## src/logic/irrt_pkg.sv

```systemverilog
// Package: register map, field layout and timing constants of the IR road-train receiver
package irrt_pkg;
   localparam int CLK_HZ = 20_000_000;
   localparam int LOSS_TIME_MS = 2000;
   localparam int LOSS_CYCLES = CLK_HZ / 1000 * LOSS_TIME_MS;
   localparam int PAUSE_TIME_MS = 3000;
   localparam int PAUSE_CYCLES = CLK_HZ / 1000 * PAUSE_TIME_MS;
   localparam int BLINK_TIME_MS = 100;
   localparam int BLINK_CYCLES = CLK_HZ / 1000 * BLINK_TIME_MS;
   localparam logic [7:0] REG_CTRL = 8'h00;
   localparam logic [7:0] REG_STATUS = 8'h04;
   localparam logic [7:0] REG_IRQ_STAT = 8'h08;
   localparam logic [7:0] REG_IRQ_MASK = 8'h0C;
   localparam logic [7:0] REG_LIGHTS = 8'h10;
   localparam logic [7:0] REG_MOTOR = 8'h14;
   localparam int CTRL_ADDR_LSB = 0;
   localparam int CTRL_HOLD_BIT = 3;
   localparam int CTRL_RELAY_BIT = 4;
   localparam int CTRL_MSPD_LSB = 8;
   localparam logic [31:0] CTRL_RESET = 32'h0000_6600;
   localparam logic [7:0] SERVO_NEUTRAL = 8'h80;
   localparam int EV_LOSS = 0;
   localparam int EV_FRAME = 1;
   localparam int EV_LOC = 2;
   localparam int EV_MOC = 3;

   typedef enum logic [3:0] {
      IRRT_CMD_LIGHTS, IRRT_CMD_SERVO, IRRT_CMD_MOTOR, IRRT_CMD_ADDR
   } irrt_cmd_t;

   typedef struct packed {
      logic valid;
      irrt_cmd_t cmd;
      logic [1:0] index;
      logic [15:0] data;
   } irrt_frame_t;
endpackage : irrt_pkg

```

## src/logic/irrt_receiver.sv

```systemverilog
// IR command receiver: applies frames to lights, servos and motor, link watchdog, LED, relay
//
// Design decisions made here: the register offsets and the APB slave port.
`timescale 1ns/1ps
module irrt_receiver
   import irrt_pkg::*;
#(
   parameter int LOSS_CYC = LOSS_CYCLES,
   parameter int PAUSE_CYC = PAUSE_CYCLES,
   parameter int BLINK_CYC = BLINK_CYCLES
) (
   input wire logic pclk,
   input wire logic presetn,
   input wire logic psel,
   input wire logic penable,
   input wire logic pwrite,
   input wire logic [7:0] paddr,
   input wire logic [31:0] pwdata,
   output logic [31:0] prdata,
   output logic pready,
   output logic pslverr,
   input wire irrt_frame_t frame,
   input wire logic ir_in,
   input wire logic manual_sw,
   input wire logic light_oc,
   input wire logic motor_oc,
   output logic aux_out,
   output logic [15:0] lights,
   output logic [31:0] servo_pos,
   output logic [7:0] motor_speed,
   output logic motor_dir,
   output logic status_led,
   output logic irq
);
   logic [1:0] ir_sync, sw_sync, loc_sync, moc_sync;
   logic [31:0] ctrl, next_ctrl;
   logic [3:0] ist, next_ist, imask, next_imask;
   logic [2:0] sel_addr, next_sel_addr;
   logic [15:0] next_lights;
   logic [31:0] next_servo;
   logic [7:0] rm_speed, next_rm_speed;
   logic rm_dir, next_rm_dir;
   logic [31:0] wd_cnt, next_wd_cnt;
   logic link_ok, next_link_ok;
   logic [31:0] led_cnt, next_led_cnt;
   logic [3:0] blink_n, next_blink_n;
   logic led, next_led;
   logic wr, rd, addr_ok, cmd_ok;
   logic [3:0] ev;
   logic [2:0] own_addr;
   logic [7:0] next_motor_speed;
   logic next_motor_dir;
   logic [31:0] next_prdata;

   assign wr = psel && penable && pwrite;
   assign rd = psel && !pwrite;
   assign pready = 1'b1;
   assign addr_ok = paddr inside {REG_CTRL, REG_STATUS, REG_IRQ_STAT, REG_IRQ_MASK,
                                  REG_LIGHTS, REG_MOTOR};
   assign pslverr = psel && penable && !addr_ok;
   assign own_addr = ctrl[CTRL_ADDR_LSB +: 3];
   assign cmd_ok = (sel_addr == 3'h0) || (sel_addr == own_addr);
   assign irq = |(ist & imask);
   assign status_led = led;
   assign aux_out = ctrl[CTRL_RELAY_BIT] && ir_sync[1];

   always_ff @(posedge pclk or negedge presetn) begin
      if (!presetn) begin
         ir_sync <= 2'h0;
         sw_sync <= 2'h0;
         loc_sync <= 2'h0;
         moc_sync <= 2'h0;
      end else begin
         ir_sync <= {ir_sync[0], ir_in};
         sw_sync <= {sw_sync[0], manual_sw};
         loc_sync <= {loc_sync[0], light_oc};
         moc_sync <= {moc_sync[0], motor_oc};
      end
   end

   always_comb begin
      next_lights = lights;
      next_servo = servo_pos;
      next_rm_speed = rm_speed;
      next_rm_dir = rm_dir;
      next_sel_addr = sel_addr;
      next_wd_cnt = wd_cnt;
      next_link_ok = link_ok;
      ev = 4'h0;
      if (frame.valid) begin
         next_wd_cnt = 32'h0;
         next_link_ok = 1'b1;
         ev[EV_FRAME] = 1'b1;
         case (frame.cmd)
            IRRT_CMD_LIGHTS: next_lights = frame.data;
            IRRT_CMD_ADDR: next_sel_addr = frame.data[2:0];
            IRRT_CMD_SERVO: begin
               if (cmd_ok) begin
                  next_servo[frame.index*8 +: 8] = frame.data[7:0];
               end
            end
            IRRT_CMD_MOTOR: begin
               if (cmd_ok) begin
                  next_rm_speed = frame.data[7:0];
                  next_rm_dir = frame.data[8];
               end
            end
            default: ;
         endcase
      end else if (wd_cnt >= LOSS_CYC - 1) begin
         if (link_ok) begin
            ev[EV_LOSS] = 1'b1;
            next_link_ok = 1'b0;
            next_lights = 16'h0;
            next_rm_speed = 8'h0;
            if (!ctrl[CTRL_HOLD_BIT]) begin
               next_servo = {4{SERVO_NEUTRAL}};
            end
         end
      end else begin
         next_wd_cnt = wd_cnt + 32'h1;
      end
      ev[EV_LOC] = loc_sync[1];
      ev[EV_MOC] = moc_sync[1];
   end

   always_ff @(posedge pclk or negedge presetn) begin
      if (!presetn) begin
         lights <= 16'h0;
         servo_pos <= {4{SERVO_NEUTRAL}};
         rm_speed <= 8'h0;
         rm_dir <= 1'b0;
         sel_addr <= 3'h0;
         wd_cnt <= 32'h0;
         link_ok <= 1'b0;
      end else begin
         lights <= next_lights;
         servo_pos <= next_servo;
         rm_speed <= next_rm_speed;
         rm_dir <= next_rm_dir;
         sel_addr <= next_sel_addr;
         wd_cnt <= next_wd_cnt;
         link_ok <= next_link_ok;
      end
   end

   // Manual switch overrides the remote command while closed
   always_comb begin
      next_motor_speed = next_rm_speed;
      next_motor_dir = next_rm_dir;
      if (sw_sync[1]) begin
         next_motor_speed = ctrl[CTRL_MSPD_LSB +: 8];
         next_motor_dir = 1'b0;
      end
   end

   always_ff @(posedge pclk or negedge presetn) begin
      if (!presetn) begin
         motor_speed <= 8'h0;
         motor_dir <= 1'b0;
      end else begin
         motor_speed <= next_motor_speed;
         motor_dir <= next_motor_dir;
      end
   end

   // Register file; set wins over write-one-to-clear
   always_comb begin
      next_ctrl = ctrl;
      next_imask = imask;
      next_ist = ist;
      if (wr && paddr == REG_CTRL) next_ctrl = pwdata;
      if (wr && paddr == REG_IRQ_MASK) next_imask = pwdata[3:0];
      if (wr && paddr == REG_IRQ_STAT) next_ist = ist & ~pwdata[3:0];
      next_ist = next_ist | ev;
   end

   always_ff @(posedge pclk or negedge presetn) begin
      if (!presetn) begin
         ctrl <= CTRL_RESET;
         imask <= 4'h0;
         ist <= 4'h0;
      end else begin
         ctrl <= next_ctrl;
         imask <= next_imask;
         ist <= next_ist;
      end
   end

   // Read data is loaded in the setup cycle so it stands through the access phase
   always_comb begin
      next_prdata = prdata;
      if (rd && !penable) begin
         case (paddr)
            REG_CTRL: next_prdata = ctrl;
            REG_STATUS: begin
               next_prdata = {24'h0, sel_addr, moc_sync[1], loc_sync[1], led, 1'b0, link_ok};
            end
            REG_IRQ_STAT: next_prdata = {28'h0, ist};
            REG_IRQ_MASK: next_prdata = {28'h0, imask};
            REG_LIGHTS: next_prdata = {16'h0, lights};
            REG_MOTOR: next_prdata = {23'h0, motor_dir, motor_speed};
            default: next_prdata = 32'h0;
         endcase
      end
   end

   always_ff @(posedge pclk or negedge presetn) begin
      if (!presetn) begin
         prdata <= 32'h0;
      end else begin
         prdata <= next_prdata;
      end
   end

   // LED: blink_n counts half-periods of an error burst; 0 means normal pattern
   always_comb begin
      next_led_cnt = led_cnt + 32'h1;
      next_led = led;
      next_blink_n = blink_n;
      if (moc_sync[1] || loc_sync[1]) begin
         if (blink_n == 4'h0) begin
            next_blink_n = moc_sync[1] ? 4'h8 : 4'h6;
            next_led_cnt = 32'h0;
            next_led = 1'b1;
         end else if (blink_n == 4'h1) begin
            next_led = 1'b0;
            if (led_cnt >= PAUSE_CYC - 1) begin
               next_blink_n = 4'h0;
            end
         end else if (led_cnt >= BLINK_CYC - 1) begin
            next_led_cnt = 32'h0;
            next_led = !led;
            next_blink_n = blink_n - 4'h1;
         end
      end else begin
         next_blink_n = 4'h0;
         if (!link_ok) begin
            next_led = 1'b1;
            next_led_cnt = 32'h0;
         end else if (led_cnt >= BLINK_CYC - 1) begin
            next_led = !led;
            next_led_cnt = 32'h0;
         end
      end
   end

   always_ff @(posedge pclk or negedge presetn) begin
      if (!presetn) begin
         led_cnt <= 32'h0;
         led <= 1'b1;
         blink_n <= 4'h0;
      end else begin
         led_cnt <= next_led_cnt;
         led <= next_led;
         blink_n <= next_blink_n;
      end
   end

   loss_clears_a: assert property (@(posedge pclk) disable iff (!presetn)
      link_ok && !frame.valid && wd_cnt >= LOSS_CYC - 1 |=> lights == 16'h0)
      else $error("lights not cleared on link loss");
   loss_motor_a: assert property (@(posedge pclk) disable iff (!presetn)
      link_ok && !frame.valid && wd_cnt >= LOSS_CYC - 1 && !sw_sync[1]
      |=> motor_speed == 8'h0)
      else $error("motor not stopped on link loss");
   lights_any_a: assert property (@(posedge pclk) disable iff (!presetn)
      frame.valid && frame.cmd == IRRT_CMD_LIGHTS |=> lights == $past(frame.data))
      else $error("light command not applied");
   servo_hold_a: assert property (@(posedge pclk) disable iff (!presetn)
      frame.valid && frame.cmd == IRRT_CMD_SERVO && sel_addr != 3'h0 && sel_addr != own_addr
      |=> $stable(servo_pos))
      else $error("servo moved for foreign address");
   servo_apply_a: assert property (@(posedge pclk) disable iff (!presetn)
      frame.valid && frame.cmd == IRRT_CMD_SERVO && sel_addr == 3'h0
      |=> servo_pos[$past(frame.index)*8 +: 8] == $past(frame.data[7:0]))
      else $error("servo command dropped with no address");
   manual_speed_a: assert property (@(posedge pclk) disable iff (!presetn)
      sw_sync[1] |=> motor_speed == $past(ctrl[CTRL_MSPD_LSB +: 8]))
      else $error("manual speed not applied");
   relay_copy_a: assert property (@(posedge pclk) disable iff (!presetn)
      ctrl[CTRL_RELAY_BIT] |-> aux_out == $past(ir_in, 2))
      else $error("relay output differs from input");
   led_steady_a: assert property (@(posedge pclk) disable iff (!presetn)
      !link_ok && !loc_sync[1] && !moc_sync[1] ##1 !link_ok |-> led)
      else $error("led not steady without link");
   neutral_a: assert property (@(posedge pclk) disable iff (!presetn)
      link_ok && !frame.valid && wd_cnt >= LOSS_CYC - 1 && !ctrl[CTRL_HOLD_BIT]
      |=> servo_pos == {4{SERVO_NEUTRAL}})
      else $error("servos not neutral on loss");
   cv_loss_c: cover property (@(posedge pclk) disable iff (!presetn) ev[EV_LOSS]);
   cv_foreign_c: cover property (@(posedge pclk) disable iff (!presetn)
      frame.valid && !cmd_ok);
   cv_manual_c: cover property (@(posedge pclk) disable iff (!presetn) sw_sync[1]);
endmodule : irrt_receiver

```

## config.mk

```make
export PLATFORM = sky130hd
export DESIGN_NAME = irrt_receiver
export DESIGN_NICKNAME = d
export VERILOG_FILES = /design/src/logic/irrt_pkg.sv /design/src/logic/irrt_receiver.sv
export SDC_FILE = /design/constraint.sdc
export NUM_CORES = 1
export LEC_CHECK = 0
export ABC_AREA = 1
export BUFFER_PORTS_ARGS = -buffer_cell sky130_fd_sc_hd__buf_2
export CAP_MARGIN = 25
export CORE_ASPECT_RATIO = 1.5
export CORE_UTILIZATION = 30
export DETAILED_ROUTE_END_ITERATION = 6
export RECOVER_POWER = 50
export SYNTH_ARGS = -nofsm -noshare
export SYNTH_HDL_FRONTEND = slang
export SYNTH_SLANG_ARGS = --single-unit
```

## constraint.sdc

```tcl
create_clock -name pclk -period 3 [get_ports pclk]
set_clock_uncertainty 0.15 [all_clocks]
set_input_delay 0.15 -clock pclk [delete_from_list [all_inputs] [get_ports pclk]]
set_output_delay 0.15 -clock pclk [all_outputs]
set_load 0.02 [all_outputs]
```

==> impl_metrics.ini <==
[status]
status = complete, but fails checks
violations = capacitance limit, slew limit

[logic_synthesis]
ys_seq_elements = 219
synth_adder_area_share = 0.009088
syn_area_per_cell_sq_um = 7.901
syn_nets = 1474
yosysWarnings = 0
yosys_most_used_dff = dfrtp_1
synth_edf_count = 0
yosys.area.top_type = dfrtp_1
yosys.area_share.simple = 0.3147
synthXorXnorAreaFrac = 0.02624
synth.most_common_cell = nand2_1
synthesis.instances = 1394
async_reset_ff_frac = 1.000
synth_commonest_cells = nand2_1 (379), dfrtp_1 (210), nor2_1 (180)
muxShareOfSynthArea = 0
synth_top_family_by_area = simple AND/OR/NAND/NOR gates
ys_seq_area_frac = 0.4986
synth_top_area_frac = 0.4771
synth_area_sq_um = 11010
synth_compound_area_frac = 0.07668
synth.area.top_cells = dfrtp_1 (48%), nand2_1 (13%), nor2_1 (6.1%), inv_1 (4.9%), nand4_1 (3.8%)
synth_cell_types = 45

[place]
hpwl_um = 23570
place_ws_ps = 437.6
gp_congestion = 0.8999
dpl_cell_area_sq_um = 12330
placement.io_buffers = 164

[power]
peakVddDrop_uv = 433.9
p_per_area_nw_per_um2 = 540.7
intPower_mw = 5.422
p_comb_frac = 0.134
p_leak_nw = 6.867
switching_share = 0.2727
p_seq_frac = 0.439
power_switching_mw = 2.033
power.share.clock = 0.427

[timing]
final.period_utilization = 0.9522
fin_setup_tns_ps = 0
finalHoldViolCount = 0
tightest_slew_ps = 2161
rsz0062_at_grt = false
finalSetupViolations = 0
max_freq_ghz = 0.3501
setup_slack_ps = 143.5
min_period_ps = 2857
slew_headroom = -0.4408
slew_violations = 86

[routing]
detail_route.vias_per_cell = 4.738
wl_met1_um = 12670
drc = 0
wl_per_cell_um = 15.26
drt_iter0_markers = 616
via_count = 10010
dr.pass1.iters = 5
wl_met2_um = 17030
dr.max_layer_used = met4
drtAntennaViolNets = 0
wirelength_um = 32220
wl_met3_um = 1119

[cts]
cts_tree = built
clk-insertion-delay-late_ps = 540
h-tree-depth = 1
cts_buffer_depth = 3
cts_sinks = 219
numCtsBuffers = 23
cts_root_buf = clkbuf_16
post_cts_resized = 0
clkTransAtPathRegs_ps = 60

[cells_and_area]
area_growth_pct = 25.18
final_cell_area_sq_um = 13790
layout-drive-gt1-share = 0.1439
nets = 1696

[global_routing]
grt_pass1_wl_um = 51890
grt_overflow = 0
grt_max_degree = 86
grt_usage = 0.1757
grt_pass1_vias = 10030
grt_antenna_before_repair = 1

[floorplan]
start_util = 0.3055
core-area_sq_um = 36050
die_width_um = 158.5
rows = 85
die_area_sq_um = 37500
die_y_um = 236.7
io_pins = 166

[critical_path]
critPathLaunchType = input port
critPathMostFrequentCell = dlygate4sd3_1
worstPathArrival_ps = 3130
cp_top_family = buffers and inverters
path_cells = dlygate4sd3_1 -> buf_2 -> nor2_1 -> dlygate4sd3_1 -> nand4_1 -> nor2_1 -> dlygate4sd3_1 -> a21oi_1 -> dlygate4sd3_1
crit_path_top_delay_cell = dlygate4sd3_1
crit_type = in -> reg
cpPeakStageDelay_ps = 620
crit_required_ps = 3270
setup.worst_path.end_class = flip-flop
path_buf_inv = 5
cp_max_fo = 6

[min_path]
min_path_type = in -> reg

[job]
drv_cap = 1
-- final timing paths --
check                           start            end  slack [ps]  cells after the start
setup / recovery            frame[20]    sel_addr[2]         140                      9
hold / removal               paddr[2]         ist[1]          40                      5
setup reg to reg            wd_cnt[1]   servo_pos[0]         190                     12
hold reg to reg            sw_sync[0]     sw_sync[1]         200                      0
max in group asynchronous     presetn     prdata[12]         520                      3
min in group asynchronous     presetn  servo_pos[12]         640                      2
-- metal layers --
| layer | global-route usage | vias up |
|---|---|---|
| met2 | 0.3155 | 233 |
| met1 | 0.2037 | 4740 |
| li1 | - | 4949 |
| met4 | 0.08508 | 0 |
| met3 | 0.01995 | 85 |
| met5 | 0 | - |
-- placed cells by master (no fill, tap or decap), types with 4 or more instances in the layout --
cell	instances
nand2_1	379
o22ai_1	5
inv_1	143
nand3_1	79
buf_4	12
o21ai_0	61
nand3_4	5
o21ai_1	5
nor3b_1	4
nor2_1	180
bufinv_16	4
nand4_1	67
dfrtp_1	210
o31ai_1	25
clkinv_2	4
clkbuf_16	23
clkbuf_8	7
inv_2	5
nand2_2	5
clkbuf_1	26
a21oi_1	48
nor3_1	44
xnor2_1	8
xor2_1	25
buf_2	138
ha_1	8
dlygate4sd3_1	65
or2_2	4
dfstp_2	9
-- registers in the layout, indices dropped and copies added, names as in the netlist, 2 cells and up --
register,cells
prdata,32
loc_sync,2
moc_sync,2
led_cnt,32
imask,4
ist,4
sel_addr,3
ctrl,32
ir_sync,2
rm_speed,8
wd_cnt,32
sw_sync,2
servo_pos,32
blink_n,4
lights,16
motor_speed,8
-- metrics by stage --
stage                     power [mW]  hold slack [ps]  instances  utilization
final                          7.456            44.62       2112       0.3824
after global routing           7.801            56.10       2112       0.3824
after CTS                      7.558            21.19       2110       0.3838
after detailed placement       4.274            59.50       2003       0.3421
after global placement         4.249            56.04       2003       0.3421
after floorplan                3.873           -295.6       1394            -
-- cell type report --
| type | instances | area (sq um) |
|---|---|---|
| multi-input cells | 977 | 4708 |
| well taps | 478 | 598.1 |
| flip-flops and latches | 219 | 5492 |
| repair buffers | 245 | 1574 |
| diodes | 1 | 2.502 |
| fillers | 3693 | 22270 |
| clock buffers | 31 | 675.6 |
| inverters | 150 | 563.0 |
| clock inverters | 11 | 175.2 |
-- what timing repair did --
item | 4_1_cts | 5_1_grt
endpoints found under the setup margin | 0 | 1
hold buffers | 65 | 0
buffers inserted | 0 | 1
endpoints found under the hold margin | 196 | 0
-- power groups by stage --
stage	registers, mW	logic [mW]	clock network (mW)
final	3.28	0.995	3.18
after global routing	3.30	1.12	3.39
after CTS	3.28	1.02	3.27
after detailed placement	3.33	0.945	0
after global placement	3.33	0.921	0
after floorplan	3.40	0.477	0
-- tightest hold or removal path: stages --
cell and delay (ps):
buf_2 120, nor2_1 120, nand2_1 150, o21ai_0 90, nand2_1 60
-- cell families (layout without fill, tap and decap cells) --
group / after synthesis / after routing
buf+inv: 198 / 437
flops: 219 / 219
xor+xnor: 33 / 33
other cells: 1 / 2
simple gates: 785 / 785
fa+ha+maj: 8 / 8
compound gates: 150 / 150
Note: power is estimated with default switching activity, not from simulation.
